[src/core/sbp_pkg.sv]
// constants for the subchannel bit field processor
`default_nettype none
package sbp_pkg;
    // clock and frame timing
    localparam int SYS_CLK_HZ        = 20_000_000;
    localparam int FRAME_PERIOD_NS   = 125_000;
    localparam int FRAME_CYCLES      = (SYS_CLK_HZ / 1_000_000) * FRAME_PERIOD_NS / 1_000;
    // register byte offsets
    localparam logic [3:0] ADDR_TX_CFG   = 4'h0;
    localparam logic [3:0] ADDR_TX_CTRL  = 4'h1;
    localparam logic [3:0] ADDR_RX_CFG   = 4'h2;
    localparam logic [3:0] ADDR_RX_CTRL  = 4'h3;
    localparam logic [3:0] ADDR_ARR_SEL  = 4'h4;
    localparam logic [3:0] ADDR_MASK     = 4'h5;
    localparam logic [3:0] ADDR_STATUS   = 4'h6;
    localparam logic [3:0] ADDR_RX_LAST  = 4'h7;
    // subchannel_config_entry field positions
    localparam int CFG_CNT_LSB   = 0;
    localparam int CFG_START_LSB = 3;
    localparam int CFG_INV_BIT   = 6;
    localparam int CFG_LOOP_BIT  = 7;
    // framing_control_entry field positions
    localparam int CTL_BYPASS_BIT = 0;
    localparam int CTL_IFF_BIT    = 1;
    localparam int CTL_EN_BIT     = 2;
    // array selection field positions
    localparam int SEL_DIR_BIT    = 0;
    localparam int SEL_CH_LSB     = 1;
    // status bit positions
    localparam int ST_TX_EMPTY    = 0;
    localparam int ST_RX_FULL     = 1;
    localparam int ST_RX_OVF      = 2;
    localparam int ST_TX_IDLE     = 3;
    // reset values
    localparam logic [7:0] CFG_RESET  = 8'h00;
    localparam logic [7:0] CTL_RESET  = 8'h01;
    localparam logic [7:0] SEL_RESET  = 8'h00;
    localparam logic [7:0] MASK_RESET = 8'hFF;
    // fill patterns
    localparam logic [7:0] FLAG_FILL  = 8'h7E;
    localparam logic [7:0] ONES_FILL  = 8'hFF;
    localparam logic [3:0] BYTE_BITS  = 4'h8;
    // sequencer states
    typedef enum logic [2:0] {
        SBP_IDLE    = 3'b000,
        SBP_TX_BYTE = 3'b001,
        SBP_TX_BITS = 3'b010,
        SBP_RX_BYTE = 3'b011,
        SBP_RX_BITS = 3'b100
    } sbp_state_e;
endpackage : sbp_pkg
`default_nettype wire

[src/core/sbp_field_merge.sv]
// inserts an aligned field into a fill mask byte
`timescale 1ns/100ps
`default_nettype none
module sbp_field_merge
    import sbp_pkg::*;
(
    input  wire logic [7:0] fill_mask_byte,
    input  wire logic [7:0] field_bits,
    input  wire logic [2:0] field_bit_count,
    input  wire logic [2:0] start_pos,
    output logic [7:0]      merged_byte
);
    logic [15:0] wide_sel;
    logic [7:0]  sel;
    logic [15:0] wide_data;

    // count zero means a whole byte of eight bits
    always_comb begin
        wide_sel  = (field_bit_count == 3'h0) ? 16'h00FF
                    : (16'h0001 << field_bit_count) - 16'h0001;
        wide_sel  = wide_sel << start_pos;
        sel       = wide_sel[7:0];
        wide_data = {8'h00, field_bits} << start_pos;
        // field bits win over mask bits inside the field
        merged_byte = (wide_data[7:0] & sel) | (fill_mask_byte & ~sel);
    end
endmodule : sbp_field_merge
`default_nettype wire

[src/core/sbp_fifo.sv]
// synchronous valid/ready fifo for channel data
`timescale 1ns/100ps
`default_nettype none
module sbp_fifo
    import sbp_pkg::*;
#(
    parameter int WIDTH = 8,
    parameter int DEPTH = 16
) (
    input  wire logic             clk_sys,
    input  wire logic             sys_rst,
    input  wire logic [WIDTH-1:0] in_data,
    input  wire logic             in_valid,
    output logic                  in_ready,
    output logic [WIDTH-1:0]      out_data,
    output logic                  out_valid,
    input  wire logic             out_ready
);
    localparam int AW = $clog2(DEPTH);

    // pointers need a power of two depth
    if (DEPTH < 2 || (1 << AW) != DEPTH) begin : g_depth_check
        $error("sbp_fifo depth must be a power of two");
    end

    logic [WIDTH-1:0] mem [DEPTH];
    logic [AW:0]      wr_ptr_reg;
    logic [AW:0]      rd_ptr_reg;
    logic             push;
    logic             pop;

    // extra pointer bit separates full from empty
    assign out_valid = (wr_ptr_reg != rd_ptr_reg);
    assign in_ready  = (wr_ptr_reg[AW-1:0] != rd_ptr_reg[AW-1:0])
                       || (wr_ptr_reg[AW] == rd_ptr_reg[AW]);
    assign push      = in_valid && in_ready;
    assign pop       = out_valid && out_ready;
    assign out_data  = mem[rd_ptr_reg[AW-1:0]];

    // storage
    always_ff @(posedge clk_sys) begin
        if (push) begin
            mem[wr_ptr_reg[AW-1:0]] <= in_data;
        end
    end

    // pointers
    always_ff @(posedge clk_sys) begin
        if (sys_rst) begin
            wr_ptr_reg <= '0;
            rd_ptr_reg <= '0;
        end else begin
            if (push) begin
                wr_ptr_reg <= wr_ptr_reg + 1'b1;
            end
            if (pop) begin
                rd_ptr_reg <= rd_ptr_reg + 1'b1;
            end
        end
    end
endmodule : sbp_fifo
`default_nettype wire

[src/core/sbp_subchannel.sv]
// subchannel bit field processor for one channel, both directions
`timescale 1ns/100ps
`default_nettype none
module sbp_subchannel
    import sbp_pkg::*;
#(
    parameter int FIFO_DEPTH   = 16,
    parameter int FRAME_LENGTH = FRAME_CYCLES
) (
    input  wire logic       clk_sys,
    input  wire logic       sys_rst,
    // register port
    input  wire logic [3:0] reg_addr,
    input  wire logic [7:0] reg_wdata,
    input  wire logic       reg_wr,
    input  wire logic       reg_rd,
    output logic [7:0]      reg_rdata,
    // transmit data from the host side
    input  wire logic [7:0] tx_data,
    input  wire logic       tx_valid,
    output logic            tx_ready,
    // receive data to the host side
    output logic [7:0]      rx_data,
    output logic            rx_valid,
    input  wire logic       rx_ready,
    // line side, one byte each way per frame
    output logic [7:0]      line_tx_byte,
    input  wire logic [7:0] line_rx_byte,
    output logic            frame_tick,
    output logic [7:0]      chan_rx_byte
);
    if (FRAME_LENGTH < 32) begin : g_frame_check
        $error("frame length too short for bit sequencing");
    end

    localparam int FCW = $clog2(FRAME_LENGTH);

    // registers
    logic [7:0]  tx_cfg_reg;
    logic [7:0]  tx_ctrl_reg;
    logic [7:0]  rx_cfg_reg;
    logic [7:0]  rx_ctrl_reg;
    logic [7:0]  arr_sel_reg;
    logic [7:0]  tx_mask_reg;
    logic [7:0]  rx_mask_reg;
    logic        rx_ovf_reg;
    logic        tx_idle_reg;
    logic [7:0]  rx_last_reg;
    logic [FCW-1:0] frame_cnt_reg;
    // sequencer
    sbp_state_e  state_reg;
    logic [7:0]  tx_field_reg;
    logic [7:0]  tx_built_reg;
    logic [7:0]  tx_shift_reg;
    logic [3:0]  tx_left_reg;
    logic [3:0]  bit_idx_reg;
    logic [7:0]  rx_acc_reg;
    logic [3:0]  rx_fill_reg;
    logic [7:0]  line_tx_reg;
    logic [7:0]  chan_rx_reg;
    // fifo wires
    logic [7:0]  txq_data;
    logic        txq_valid;
    logic        txq_pop;
    logic [7:0]  rxq_data;
    logic        rxq_push;
    logic        rxq_ready;
    logic [7:0]  merged_byte;
    // decoded fields
    logic [2:0]  tx_cnt;
    logic [2:0]  tx_start;
    logic [2:0]  rx_cnt;
    logic [2:0]  rx_start;
    logic [3:0]  tx_cnt_eff;
    logic [3:0]  rx_cnt_eff;
    logic        tx_bypass;
    logic        rx_bypass;
    logic        tx_en;
    logic        rx_en;
    logic        tx_inv;
    logic        rx_inv;
    logic        loop_en;
    logic [7:0]  rx_aligned;
    logic [7:0]  idle_byte;
    logic        rx_bit;
    logic        sel_dir;
    logic        status_rd;

    assign tx_cnt     = tx_cfg_reg[CFG_CNT_LSB +: 3];
    assign tx_start   = tx_cfg_reg[CFG_START_LSB +: 3];
    assign rx_cnt     = rx_cfg_reg[CFG_CNT_LSB +: 3];
    assign rx_start   = rx_cfg_reg[CFG_START_LSB +: 3];
    assign tx_inv     = tx_cfg_reg[CFG_INV_BIT];
    assign rx_inv     = rx_cfg_reg[CFG_INV_BIT];
    assign loop_en    = tx_cfg_reg[CFG_LOOP_BIT];
    assign tx_bypass  = tx_ctrl_reg[CTL_BYPASS_BIT];
    assign rx_bypass  = rx_ctrl_reg[CTL_BYPASS_BIT];
    assign tx_en      = tx_ctrl_reg[CTL_EN_BIT];
    assign rx_en      = rx_ctrl_reg[CTL_EN_BIT];
    assign sel_dir    = arr_sel_reg[SEL_DIR_BIT];
    // zero count stands for a full byte
    assign tx_cnt_eff = (tx_cnt == 3'h0) ? BYTE_BITS : {1'b0, tx_cnt};
    assign rx_cnt_eff = (rx_cnt == 3'h0) ? BYTE_BITS : {1'b0, rx_cnt};
    // field moved down to bit 0, upper bits left unmasked
    assign rx_aligned = chan_rx_reg >> rx_start;
    assign rx_bit     = rx_aligned[bit_idx_reg[2:0]] ^ rx_inv;
    // empty queue fill: flag pattern unless ones selected
    assign idle_byte  = tx_ctrl_reg[CTL_IFF_BIT] ? ONES_FILL : FLAG_FILL;
    assign status_rd  = reg_rd && (reg_addr == ADDR_STATUS);

    // frame divider, one-cycle tick every frame period
    always_ff @(posedge clk_sys) begin
        if (sys_rst) begin
            frame_cnt_reg <= '0;
        end else if (frame_cnt_reg == FCW'(FRAME_LENGTH - 1)) begin
            frame_cnt_reg <= '0;
        end else begin
            frame_cnt_reg <= frame_cnt_reg + 1'b1;
        end
    end
    assign frame_tick = (frame_cnt_reg == FCW'(FRAME_LENGTH - 1));

    // register writes; mask entry goes to the selected direction
    always_ff @(posedge clk_sys) begin
        if (sys_rst) begin
            tx_cfg_reg  <= CFG_RESET;
            tx_ctrl_reg <= CTL_RESET;
            rx_cfg_reg  <= CFG_RESET;
            rx_ctrl_reg <= CTL_RESET;
            arr_sel_reg <= SEL_RESET;
            tx_mask_reg <= MASK_RESET;
            rx_mask_reg <= MASK_RESET;
        end else if (reg_wr) begin
            unique case (reg_addr)
                ADDR_TX_CFG:  tx_cfg_reg  <= reg_wdata;
                ADDR_TX_CTRL: tx_ctrl_reg <= reg_wdata;
                ADDR_RX_CFG:  rx_cfg_reg  <= reg_wdata;
                ADDR_RX_CTRL: rx_ctrl_reg <= reg_wdata;
                ADDR_ARR_SEL: arr_sel_reg <= reg_wdata;
                ADDR_MASK: begin
                    if (sel_dir) begin
                        rx_mask_reg <= reg_wdata;
                    end else begin
                        tx_mask_reg <= reg_wdata;
                    end
                end
                default: ;
            endcase
        end
    end

    // read data stands one cycle after the strobe, zero otherwise
    always_ff @(posedge clk_sys) begin
        if (sys_rst) begin
            reg_rdata <= 8'h00;
        end else if (reg_rd) begin
            unique case (reg_addr)
                ADDR_TX_CFG:  reg_rdata <= tx_cfg_reg;
                ADDR_TX_CTRL: reg_rdata <= tx_ctrl_reg;
                ADDR_RX_CFG:  reg_rdata <= rx_cfg_reg;
                ADDR_RX_CTRL: reg_rdata <= rx_ctrl_reg;
                ADDR_ARR_SEL: reg_rdata <= arr_sel_reg;
                ADDR_MASK:    reg_rdata <= sel_dir ? rx_mask_reg : tx_mask_reg;
                ADDR_STATUS:  reg_rdata <= {4'h0, tx_idle_reg, rx_ovf_reg,
                                            ~rxq_ready, ~txq_valid};
                ADDR_RX_LAST: reg_rdata <= rx_last_reg;
                default:      reg_rdata <= 8'h00;
            endcase
        end else begin
            reg_rdata <= 8'h00;
        end
    end

    // line exchange once per frame; receive byte kept as delivered, or the built transmit byte when loop_en is set
    always_ff @(posedge clk_sys) begin
        if (sys_rst) begin
            line_tx_reg <= MASK_RESET;
            chan_rx_reg <= 8'h00;
        end else if (frame_tick) begin
            line_tx_reg <= tx_built_reg;
            chan_rx_reg <= loop_en ? tx_built_reg : line_rx_byte;
        end
    end
    assign line_tx_byte = line_tx_reg;
    assign chan_rx_byte = chan_rx_reg;

    // sequencer: transmit build then receive extract, well inside a frame
    always_ff @(posedge clk_sys) begin
        if (sys_rst) begin
            state_reg <= SBP_IDLE;
        end else begin
            unique case (state_reg)
                SBP_IDLE: begin
                    if (frame_tick) begin
                        state_reg <= tx_bypass ? SBP_TX_BYTE : SBP_TX_BITS;
                    end
                end
                SBP_TX_BYTE: state_reg <= rx_bypass ? SBP_RX_BYTE : SBP_RX_BITS;
                SBP_TX_BITS: begin
                    if (bit_idx_reg == tx_cnt_eff) begin
                        state_reg <= rx_bypass ? SBP_RX_BYTE : SBP_RX_BITS;
                    end
                end
                SBP_RX_BYTE: state_reg <= SBP_IDLE;
                SBP_RX_BITS: begin
                    if (bit_idx_reg == rx_cnt_eff - 4'h1) begin
                        state_reg <= SBP_IDLE;
                    end
                end
                default: state_reg <= SBP_IDLE;
            endcase
        end
    end

    // bit index runs over one field at a time
    always_ff @(posedge clk_sys) begin
        if (sys_rst) begin
            bit_idx_reg <= 4'h0;
        end else if (state_reg == SBP_TX_BITS) begin
            if (bit_idx_reg == tx_cnt_eff) begin
                bit_idx_reg <= 4'h0;
            end else if (tx_left_reg != 4'h0) begin
                bit_idx_reg <= bit_idx_reg + 4'h1;
            end
        end else if (state_reg == SBP_RX_BITS) begin
            bit_idx_reg <= bit_idx_reg + 4'h1;
        end else begin
            bit_idx_reg <= 4'h0;
        end
    end

    // framed transmit bit source: one fifo byte feeds several fields
    always_ff @(posedge clk_sys) begin
        if (sys_rst) begin
            tx_shift_reg <= 8'h00;
            tx_left_reg  <= 4'h0;
            tx_field_reg <= 8'h00;
            tx_idle_reg  <= 1'b1;
        end else if (state_reg == SBP_IDLE && frame_tick) begin
            tx_field_reg <= 8'h00;
        end else if (state_reg == SBP_TX_BITS && bit_idx_reg != tx_cnt_eff) begin
            if (tx_left_reg == 4'h0) begin
                // refill from the queue, or idle pattern when it is empty
                tx_shift_reg <= (txq_valid && tx_en) ? txq_data : idle_byte;
                tx_idle_reg  <= !(txq_valid && tx_en);
                tx_left_reg  <= BYTE_BITS;
            end else begin
                // lowest bit first into the next field position
                tx_field_reg[bit_idx_reg[2:0]] <= tx_shift_reg[0] ^ tx_inv;
                tx_shift_reg <= {1'b0, tx_shift_reg[7:1]};
                tx_left_reg  <= tx_left_reg - 4'h1;
            end
        end else if (state_reg == SBP_TX_BYTE) begin
            tx_field_reg <= (txq_valid && tx_en) ? (txq_data ^ {8{tx_inv}}) : idle_byte;
            tx_idle_reg  <= !(txq_valid && tx_en);
        end
    end

    // transparent pops a byte a frame, framed pops on refill
    assign txq_pop = tx_en && txq_valid
                     && ((state_reg == SBP_TX_BYTE)
                         || (state_reg == SBP_TX_BITS && tx_left_reg == 4'h0
                             && bit_idx_reg != tx_cnt_eff));

    // merge the finished field into the fill mask
    sbp_field_merge u_merge (
        .fill_mask_byte  (tx_mask_reg),
        .field_bits      (tx_field_reg),
        .field_bit_count (tx_cnt),
        .start_pos       (tx_start),
        .merged_byte     (merged_byte)
    );

    // built byte is held until the next frame tick sends it
    always_ff @(posedge clk_sys) begin
        if (sys_rst) begin
            tx_built_reg <= MASK_RESET;
        end else if ((state_reg == SBP_TX_BYTE) ||
                     (state_reg == SBP_RX_BYTE) || (state_reg == SBP_RX_BITS)) begin
            tx_built_reg <= merged_byte;
        end
    end

    // framed receive: one field bit a cycle, assembled lowest bit first
    always_ff @(posedge clk_sys) begin
        if (sys_rst) begin
            rx_acc_reg  <= 8'h00;
            rx_fill_reg <= 4'h0;
        end else if (state_reg == SBP_RX_BITS && rx_en) begin
            rx_acc_reg <= {rx_bit, rx_acc_reg[7:1]};
            if (rx_fill_reg == BYTE_BITS - 4'h1) begin
                rx_fill_reg <= 4'h0;
            end else begin
                rx_fill_reg <= rx_fill_reg + 4'h1;
            end
        end
    end

    // push whole bytes; transparent hands over the aligned byte
    assign rxq_push = rx_en && ((state_reg == SBP_RX_BYTE) ||
                      (state_reg == SBP_RX_BITS && rx_fill_reg == BYTE_BITS - 4'h1));
    assign rxq_data = (state_reg == SBP_RX_BYTE) ? (rx_aligned ^ {8{rx_inv}})
                                                 : {rx_bit, rx_acc_reg[7:1]};

    // last byte handed on, and overflow where the queue had no room
    always_ff @(posedge clk_sys) begin
        if (sys_rst) begin
            rx_last_reg <= 8'h00;
        end else if (rxq_push) begin
            rx_last_reg <= rxq_data;
        end
    end

    // overflow is sticky; a new loss beats the clear by status read
    always_ff @(posedge clk_sys) begin
        if (sys_rst) begin
            rx_ovf_reg <= 1'b0;
        end else if (rxq_push && !rxq_ready) begin
            rx_ovf_reg <= 1'b1;
        end else if (status_rd) begin
            rx_ovf_reg <= 1'b0;
        end
    end

    // host side queues; a full transmit queue stalls the source
    sbp_fifo #(.WIDTH(8), .DEPTH(FIFO_DEPTH)) u_tx_fifo (
        .clk_sys   (clk_sys),
        .sys_rst   (sys_rst),
        .in_data   (tx_data),
        .in_valid  (tx_valid),
        .in_ready  (tx_ready),
        .out_data  (txq_data),
        .out_valid (txq_valid),
        .out_ready (txq_pop)
    );

    sbp_fifo #(.WIDTH(8), .DEPTH(FIFO_DEPTH)) u_rx_fifo (
        .clk_sys   (clk_sys),
        .sys_rst   (sys_rst),
        .in_data   (rxq_data),
        .in_valid  (rxq_push),
        .in_ready  (rxq_ready),
        .out_data  (rx_data),
        .out_valid (rx_valid),
        .out_ready (rx_ready)
    );
endmodule : sbp_subchannel
`default_nettype wire

[config.mk]
export PLATFORM = sky130hd
export DESIGN_NAME = sbp_subchannel
export DESIGN_NICKNAME = d
export VERILOG_FILES = /design/src/core/sbp_pkg.sv /design/src/core/sbp_field_merge.sv /design/src/core/sbp_fifo.sv /design/src/core/sbp_subchannel.sv
export SDC_FILE = /design/constraint.sdc
export NUM_CORES = 1
export LEC_CHECK = 0
export ABC_AREA = 1
export ABC_CLOCK_PERIOD_IN_PS = 3300
export BUFFER_PORTS_ARGS = -buffer_cell sky130_fd_sc_hd__buf_2
export CAP_MARGIN = 20
export CORE_MARGIN = 1
export CORE_UTILIZATION = 65
export CTS_BUF_LIST = sky130_fd_sc_hd__clkbuf_4 sky130_fd_sc_hd__clkbuf_8
export CTS_CLUSTER_DIAMETER = 120
export DETAILED_ROUTE_END_ITERATION = 12
export PLACE_DENSITY = 0.92
export SYNTH_ARGS = -nofsm -noshare
export SYNTH_HDL_FRONTEND = slang
export SYNTH_SLANG_ARGS = --single-unit
export TNS_END_PERCENT = 50
[constraint.sdc]
create_clock -name clk_sys -period 3.3 [get_ports clk_sys]
set_clock_uncertainty 0.2 [all_clocks]
set_input_delay 0.165 -clock clk_sys [delete_from_list [all_inputs] [get_ports clk_sys]]
set_output_delay 0.165 -clock clk_sys [all_outputs]
set_load 0.005 [all_outputs]
# Yosys cells after proc, flatten, opt, wreduce, memory -nomap -nowiden
# Memories as Yosys holds them, arrays and structs flattened. A register that Yosys moved wholly into a read port is not among the register bits.
# Index checks and enable logic that the tools add are counted.
# word_totals
romBits,0
latch_bits,0
ramBits,256
out_inout_bits,35
wordCells,175
memories,2
register_bits,169
inputBits,34
# classes
order_cmp,2
addsub,10
n_eq_ne,28
shift,4
mul,0
reduce_logical,46
div,0
bitwise,13
n_mux,44
# mem_list
name,words,width,rd,rd_clocked_by_memory_dff,wr,line_no,rtl
u_rx_fifo.mem,16,8,1,1,1,sbp_fifo.sv:26,logic [WIDTH-1:0] mem [DEPTH];
u_tx_fifo.mem,16,8,1,1,1,sbp_fifo.sv:26,
# ops
op,n
$mux W8,10
$pmux W8 S8,1
$mux W4,12
$add A5 B1 Y5 const B,4
$eq A4 B3 Y1 const B,5
$and A8 B8 Y8,2
$logic_and A1 B1 Y1,16
$mux W16,1
$shl A1 B3 Y16 const A,1
$shl A16 B3 Y8,1
$sub A16 B1 Y16 const B,1
$xor A8 B8 Y8,2
$reduce_and A2 Y1,7
$add A12 B1 Y12 const B,1
$eq A12 B12 Y1 const B,1
$mux W3,4
$ne A4 B4 Y1,3
$pmux W3 S4,1
$reduce_and A3 Y1,4
$mux W1,11
$ne A5 B5 Y1,2
$logic_not A3 Y1,3
$add A4 B1 Y4 const B,2
$bwmux W8,1
28 further kinds,51

# Logic depth before layout (Yosys ltp)
# Gate-level depths: netlist of run 1.
# depth
word_depth,9
ltp_mapped,16
ltp_nobuf,15

# Modules after synthesis
# From an unflattened synthesis of run 1, not the netlist that was laid out.
# unflattened
hier_cells,2206
hier_area_um2,19824.0
# modules_own_cells
mod,seq_area_each_um2,instances,area_per_inst_um2,cells_each
sbp_fifo,4124.0,2,6020.8,536
sbp_subchannel,2962.8,1,7188.1,1002
sbp_field_merge,0.0,1,594.3,132

# Worst setup path before layout of run 1
# Ideal clock, no wire load.
# synth_timing
kind,reg-to-reg
from,register rx_cfg_reg[3]
to,"memory u_rx_fifo.mem[0][5], data pin"
required_time_ns,2.762
path_buffers,2
period_less_slack_ns,2.295
t_arrival_ns,1.757
setup_time_ns,0.338
path_slack_ns,1.005
path_stages_with_launch,10
path_cell_list,dfxtp_1 -> buf_4 -> inv_2 -> buf_4 -> nand2_1 -> nand2_1 -> nand2_1 -> nand3_1 -> xor2_1 -> o21ai_0
# synth_between
elab_chain_cells,3
# synth_rtl
element,line_no,rtl
"start, declared",sbp_subchannel.sv:41,logic [7:0] rx_cfg_reg;
"start signal, assigned",sbp_subchannel.sv:137,ADDR_RX_CFG: rx_cfg_reg <= reg_wdata;
$shr A8 B3 Y8,sbp_subchannel.sv:105,assign rx_aligned = chan_rx_reg >> rx_start;
$xor A8 B8 Y8,sbp_subchannel.sv:302,assign rxq_data = (state_reg == SBP_RX_BYTE) ? (rx_aligned ^ {8{rx_inv}})
$mux W8,sbp_subchannel.sv:302,
via rxq_data[5],sbp_subchannel.sv:65,logic [7:0] rxq_data;
"end, declared",sbp_fifo.sv:26,
# The timed path passes the listed nets, and every way through them passes these cells.

# Worst setup path after layout of run 1
# layout_timing
from,register state_reg[0]
to,"memory u_rx_fifo.mem[9][4], enable pin"
# layout_between
elab_chain_cells,7
elab_cells_between_ends,8
cone_classes,eq/ne (2); mux (2); reduce/logical (4)
# layout_rtl
element,line_no,rtl
"start, declared",sbp_subchannel.sv:51,sbp_state_e state_reg;
"start signal, assigned",sbp_subchannel.sv:195,state_reg <= tx_bypass ? SBP_TX_BYTE : SBP_TX_BITS;
"start signal, assigned",sbp_subchannel.sv:198,SBP_TX_BYTE: state_reg <= rx_bypass ? SBP_RX_BYTE : SBP_RX_BITS;
"start signal, assigned",sbp_subchannel.sv:201,state_reg <= rx_bypass ? SBP_RX_BYTE : SBP_RX_BITS;
$eq A3 B3 Y1,sbp_subchannel.sv:301,(state_reg == SBP_RX_BITS && rx_fill_reg == BYTE_BITS - 4'h1));
$logic_and A1 B1 Y1,sbp_subchannel.sv:301,
$logic_or A1 B1 Y1 (*),sbp_subchannel.sv:300,assign rxq_push = rx_en && ((state_reg == SBP_RX_BYTE) ||
$logic_and A1 B1 Y1 (*),sbp_subchannel.sv:300,
$logic_and A1 B1 Y1 (*),sbp_fifo.sv:36,assign push = in_valid && in_ready;
$mux W1 (*),sbp_fifo.sv:42,if (push) begin
$mux W1 (implied by the code) (*),sbp_fifo.sv:43,mem[wr_ptr_reg[AW-1:0]] <= in_data;
# Mark *: on every way between the ends. The rest lies on a longest branch, timed or not.

==> results of run 1 <==
==> worst max-delay path, cell delays in order, from the launching register on <==
cell and delay, ps:
dfxtp_1 350, nor2_2 150, nand2_2 110, nor2_4 250, nand3_1 150, nor2_1 150
inv_2 70, o21ai_4 140, o21ai_4 170, clkinv_2 110, nand2_1 180, nor2_1 580
==> cell type report <==
type                            instances  share of cell area
Inverter                              189             0.03314
Multi-Input combinational cell       1306              0.3109
Clock buffer                          103             0.05851
Tap cell                              384             0.02240
Timing Repair Buffer                  138             0.04550
Clock inverter                         19            0.006592
Sequential cell                       432              0.5230
==> where the power goes <==
part / internal (mW) / switching [mW]
combinational: 0.436 / 0.914
clock: 2.53 / 2.13
sequential: 5.87 / 0.150
==> placed cells by master (no fill, tap or decap), types with 4 or more instances in the layout <==
master         count
clkbuf_8          77
nor3_1            20
clkinv_2           7
edfxtp_1         256
a31oi_1           12
or2_2              5
nand2_2            4
mux2i_1           32
o211ai_1          71
buf_4             30
o21ai_1           19
a21oi_1          132
a211oi_1           4
buf_2             68
clkbuf_4          26
nor2_2             4
nor2_1           230
a221oi_1           8
nand2_1          316
dlygate4sd3_1     39
nor4_1             6
o21ai_0          218
xor2_1            12
ha_1              14
inv_2             15
xnor2_1           11
nand3_1          128
nand4_1           12
clkinv_1          15
o22ai_1           16
dfxtp_1          174
inv_1            164
==> cells by family (layout without fill, tap and decap cells) <==
logic type | after synthesis | after routing | synth area share
flops | 432 | 432 | 0.5893
buf+inv | 286 | 449 | 0.06018
fa+ha+maj | 14 | 14 | 0.009208
simple gates | 743 | 743 | 0.1655
compound gates | 493 | 493 | 0.1475
xor+xnor | 24 | 24 | 0.01144
mux | 32 | 32 | 0.01684
==> worst paths after layout <==
path | cells past startpoint | slack (ps) | end | start
setup / recovery | 11 | 300 | u_rx_fifo.mem[9][4]$_DFFE_PP_ | state_reg[0]$_SDFFE_PP0P_
hold / removal | 7 | 110 | reg_rdata[1]$_SDFF_PP0_ | reg_addr[2]
hold reg to reg | 2 | 260 | tx_ctrl_reg[6]$_SDFFE_PP0P_ | tx_ctrl_reg[6]$_SDFFE_PP0P_
setup reg to reg | 11 | 300 | u_rx_fifo.mem[9][4]$_DFFE_PP_ | state_reg[0]$_SDFFE_PP0P_
==> per-stage QoR <==
step             util  cells
2_1_floorplan       -   2024
3_3_place_gp   0.6831   2410
3_5_place_dp   0.6831   2410
4_1_cts        0.7452   2571
5_1_grt        0.7452   2571
6_report       0.7452   2571
==> what timing repair did <==
| item | CTS | global route |
|---|---|---|
| hold buffers | 39 | 0 |
| setup buffers | 0 | 0 |
| endpoints found under the hold margin | 233 | 0 |
==> metal layers <==
layer | vias up | part of all wire
met5 | - | 0.00018
met4 | 2 | 0.052
met3 | 265 | 0.11
met2 | 1136 | 0.46
met1 | 7294 | 0.37
li1 | 7206 | -
==> out/qor.yml, run 1 <==
start_kind: "register"
fin_crit_sh: 0.9090
yosysTopAreaCell: "edfxtp_1"
relSlewSlack: 0.3013
crit_required_ps: 3300
cp-end-kind: "register"
grt_pass1_vias: 15640
status: "complete, no violations"
drtIter0Drc: 2527
grt_overflow: 0
antenna_found_initial: 1
clk_latency_ps: 600
fin_crit_ps: 3000
grt_pass1_wl_um: 80350
h-tree-depth: 3
p_leak_nw: 8.116
stdcell_area_um2: 21450
gp_congestion: 0.9650
fill_cells: 1818
syn_inst: 2024
crit_type: "register to register"
hold_ws_ps: 114.3
drv_slew: 0
num_antenna_cells: 0
start_util: 0.6610
finalWorstSetupSlack_ps: 300.2
cp_max_fo: 14
synth_edf_count: 256
clock.fmax_mhz: 333.4
root_buffer: "clkbuf_8"
dp_slack_ps: 365.5
vdd_drop_max_mv: 0.3658
multi_input_area_um2: 6668
cts_buffers: 68
die_x_um: 173.1
cts_tree: "built"
drtAntennaViolNets: 0
drive_above_1_share: 0.1207
synth_commonest_cells: "nand2_1, edfxtp_1, nor2_1, o21ai_0, dfxtp_1"
port_buffers: 68
synthTopCellsByArea: "edfxtp_1, dfxtp_1, nand2_1, o21ai_0, nor2_1"
vias_per_cell: 6.186
setup_violations: 0
io_pins: 69
cts_resized: 0
die_area_um2: 29960
grt_usage: 0.3397
ys_ff_latch: 432
use_met3: 0.06970
drv_cap: 0
grt_busiest_layer: "met2"
power_density_nw_per_um2: 560.8
vias: 15900
final-seq-area_um2: 11220
ys_warn_count: 0
synthArstFlopShare: 0
wl_per_cell_um: 19.72
dpl.hpwl_um: 32280
tightest_slew_ps: 1047
ys_seq_area_frac: 0.5893
synthDistinctLibCells: 50
fin_setup_tns_ps: 0
p_total_mw: 12.03
avgSynthCellArea_um2: 9.399
critPathArrivalTime_ps: 3000
synth_most_common_cell: "nand2_1"
synth.cell_area_um2: 19020
clockBufferDepth: 3
fin_nets: 2183
rsz0062_at_grt: "false"
postRouteWirelength_um: 50690
firstDrtPassIters: 6
worst_setup_hold_path_clk_slew_ps: 60
met2_usage: 0.5413
synth_top_cell_area_share: 0.4041
synth_nets: 2072
grt.met1_usage: 0.4377
synth_flop_cell: "edfxtp_1"
grt_max_degree: 67
fp.coreArea_um2: 28780
clock-sinks: 432
placementRows: 62
drc: 0
place_area_um2: 19660
hold_class: "primary input to register"
syn_to_final_growth_pct: 12.74
die_h_um: 173.1
hold_viol: 0
No activity file was read; power rests on OpenSTA's default activity.
==> run 2, diff against run 1 <==
--- a/config.mk
+++ b/config.mk
@@ -9,7 +9,7 @@
 export ABC_CLOCK_PERIOD_IN_PS = 3300
 export BUFFER_PORTS_ARGS = -buffer_cell sky130_fd_sc_hd__buf_2
 export CAP_MARGIN = 20
-export CORE_MARGIN = 1
+export CORE_MARGIN = 3
 export CORE_UTILIZATION = 65
 export CTS_BUF_LIST = sky130_fd_sc_hd__clkbuf_4 sky130_fd_sc_hd__clkbuf_8
 export CTS_CLUSTER_DIAMETER = 120
@@ -17,5 +17,6 @@
 export PLACE_DENSITY = 0.92
 export SYNTH_ARGS = -nofsm -noshare
 export SYNTH_HDL_FRONTEND = slang
+export SYNTH_HIERARCHICAL = 1
 export SYNTH_SLANG_ARGS = --single-unit
 export TNS_END_PERCENT = 50
==> out/qor.yml, run 2 <==
p_total_mw: 11.72
fin_crit_ps: 2924
synth_edf_count: 256
hold_viol: 0
synthTopCellsByArea: "edfxtp_1, dfxtp_1, nand2_1, nand3_1, inv_1"
cts_buffers: 67
grt_overflow: 0
ys_seq_area_frac: 0.5655
power_density_nw_per_um2: 531.0
tightest_slew_ps: 936.1
fin_setup_tns_ps: 0
fin_crit_sh: 0.8859
p_leak_nw: 8.694
fin_nets: 2352
start_util: 0.6636
synth_most_common_cell: "nand2_1"
clk_latency_ps: 600
clock.fmax_mhz: 342.0
setup_violations: 0
synth_commonest_cells: "nand2_1, inv_1, edfxtp_1, nand3_1, dfxtp_1"
min_delay_path_depth: 4
synth.cell_area_um2: 19820
post_cts_buffers: 0
synth_flop_cell: "edfxtp_1"
crit_required_ps: 3320
drv_slew: 0
finalWorstSetupSlack_ps: 376.4
vias_per_cell: 6.101
grt_pass1_wl_um: 83870
die_h_um: 180.6
antenna_found_initial: 1
placementRows: 63
vdd_drop_max_mv: 0.5839
worst_setup_hold_path_clk_slew_ps: 60
critPathArrivalTime_ps: 2950
status: "complete, no violations"
drtAntennaViolNets: 0
port_buffers: 68
ys_ff_latch: 432
die_area_um2: 32630
grt_max_degree: 85
syn_inst: 2206
cts_tree: "built"
postRouteWirelength_um: 53690
clockBufferDepth: 3
io_pins: 69
cts_resized: 0
die_x_um: 180.6
wl_per_cell_um: 19.57
mostFrequentLayoutCells: "nand2_1, inv_1, edfxtp_1, nand3_1, dfxtp_1"
rsz0062_at_grt: "false"
clock-sinks: 432
ys_warn_count: 6
ff2ff_path_depth: 11
firstDrtPassIters: 6
grt_pass1_vias: 16070
fp.coreArea_um2: 29870
root_buffer: "clkbuf_8"
final_common_cell: "nand2_1"
h-tree-depth: 3
hold_buffers: 33
avgSynthCellArea_um2: 8.986
synth_nets: 2254
syn_to_final_growth_pct: 11.32
cp_max_fo: 14
synth_top_cell_area_share: 0.3878
dpl.hpwl_um: 34070
drc: 0
drive_above_1_share: 0.1292
synthArstFlopShare: 0
drtIter0Drc: 2493
drv_cap: 0
crit_type: "register to register"
start_kind: "register"
gp_congestion: 0.9988
dp_slack_ps: 555.1
hold_class: "primary input to register"
synthDistinctLibCells: 56
grt_usage: 0.3191
vias: 16740
cp-end-kind: "register"
yosysTopAreaCell: "edfxtp_1"
num_antenna_cells: 0
relSlewSlack: 0.3736
[run 2: logic make-up after synthesis]
kind of cell | synth area share
AOI/OAI and AO/OA | 0.1372
and+or+nand+nor | 0.1986
buffers and inverters | 0.08192
adders and majority gates | 0.008836
xor gates and xnor gates | 0.007889
DFF | 0.5655
[run 2: power breakdown]
| part | switching, mW | internal [mW] | total [mW] |
|---|---|---|---|
| clock | 2.08 | 2.41 | 4.49 |
| combinational | 0.809 | 0.398 | 1.21 |
| sequential | 0.181 | 5.84 | 6.02 |
| total | 3.07 | 8.65 | 11.7 |
[run 2: final cells by class]
type	instances	area [um2]
inverters	285	1077
fillers	1942	7806
repair buffers	137	965.9
well taps	390	488.0
clock inverters	21	136.4
flip-flops and latches	432	11220
clock buffers	97	1191
multi-input cells	1381	6989
[run 2: worst paths after layout]
check / startpoint / to / slack [ps]
setup / recovery: rx_fill_reg[0]$_SDFFE_PP0P_ / u_rx_fifo/mem[10][0]$_DFFE_PP_ / 380
hold / removal: line_rx_byte[2] / chan_rx_byte[2]$_SDFFE_PP0P_ / 190
setup reg to reg: rx_fill_reg[0]$_SDFFE_PP0P_ / u_rx_fifo/mem[10][0]$_DFFE_PP_ / 380
hold reg to reg: tx_shift_reg[3]$_SDFFE_PP0P_ / tx_shift_reg[2]$_SDFFE_PP0P_ / 250
[run 2: worst max-delay path, cell delays in order, from the launching register on]
cell     delay (ps)
dfxtp_1         370
ha_1            220
inv_1            60
nor3_1          230
inv_1            80
nor2_1          260
a21oi_4         110
inv_4           160
nand2_4          80
inv_2           110
nand2_2         130
nor2_1          530
[run 2: metal layers]
layer / GRT usage / vias up / share of wire
met3: 0.05813 / 224 / 0.10
met5: 0 / - / 0
met4: 0.1394 / 0 / 0.045
met2: 0.5256 / 1094 / 0.48
met1: 0.4168 / 7729 / 0.37
li1: - / 7688 / -
[run 2: per-stage QoR]
stage	hold slack, ps	utilization	std cells	instance area [um2]
floorplan	36.52	-	2206	19820
global placement	229.9	0.6832	2592	20410
detailed placement	239.1	0.6832	2592	20410
CTS	164.8	0.7387	2743	22070
global route	192.8	0.7387	2743	22070
finish	189.6	0.7387	2743	22070
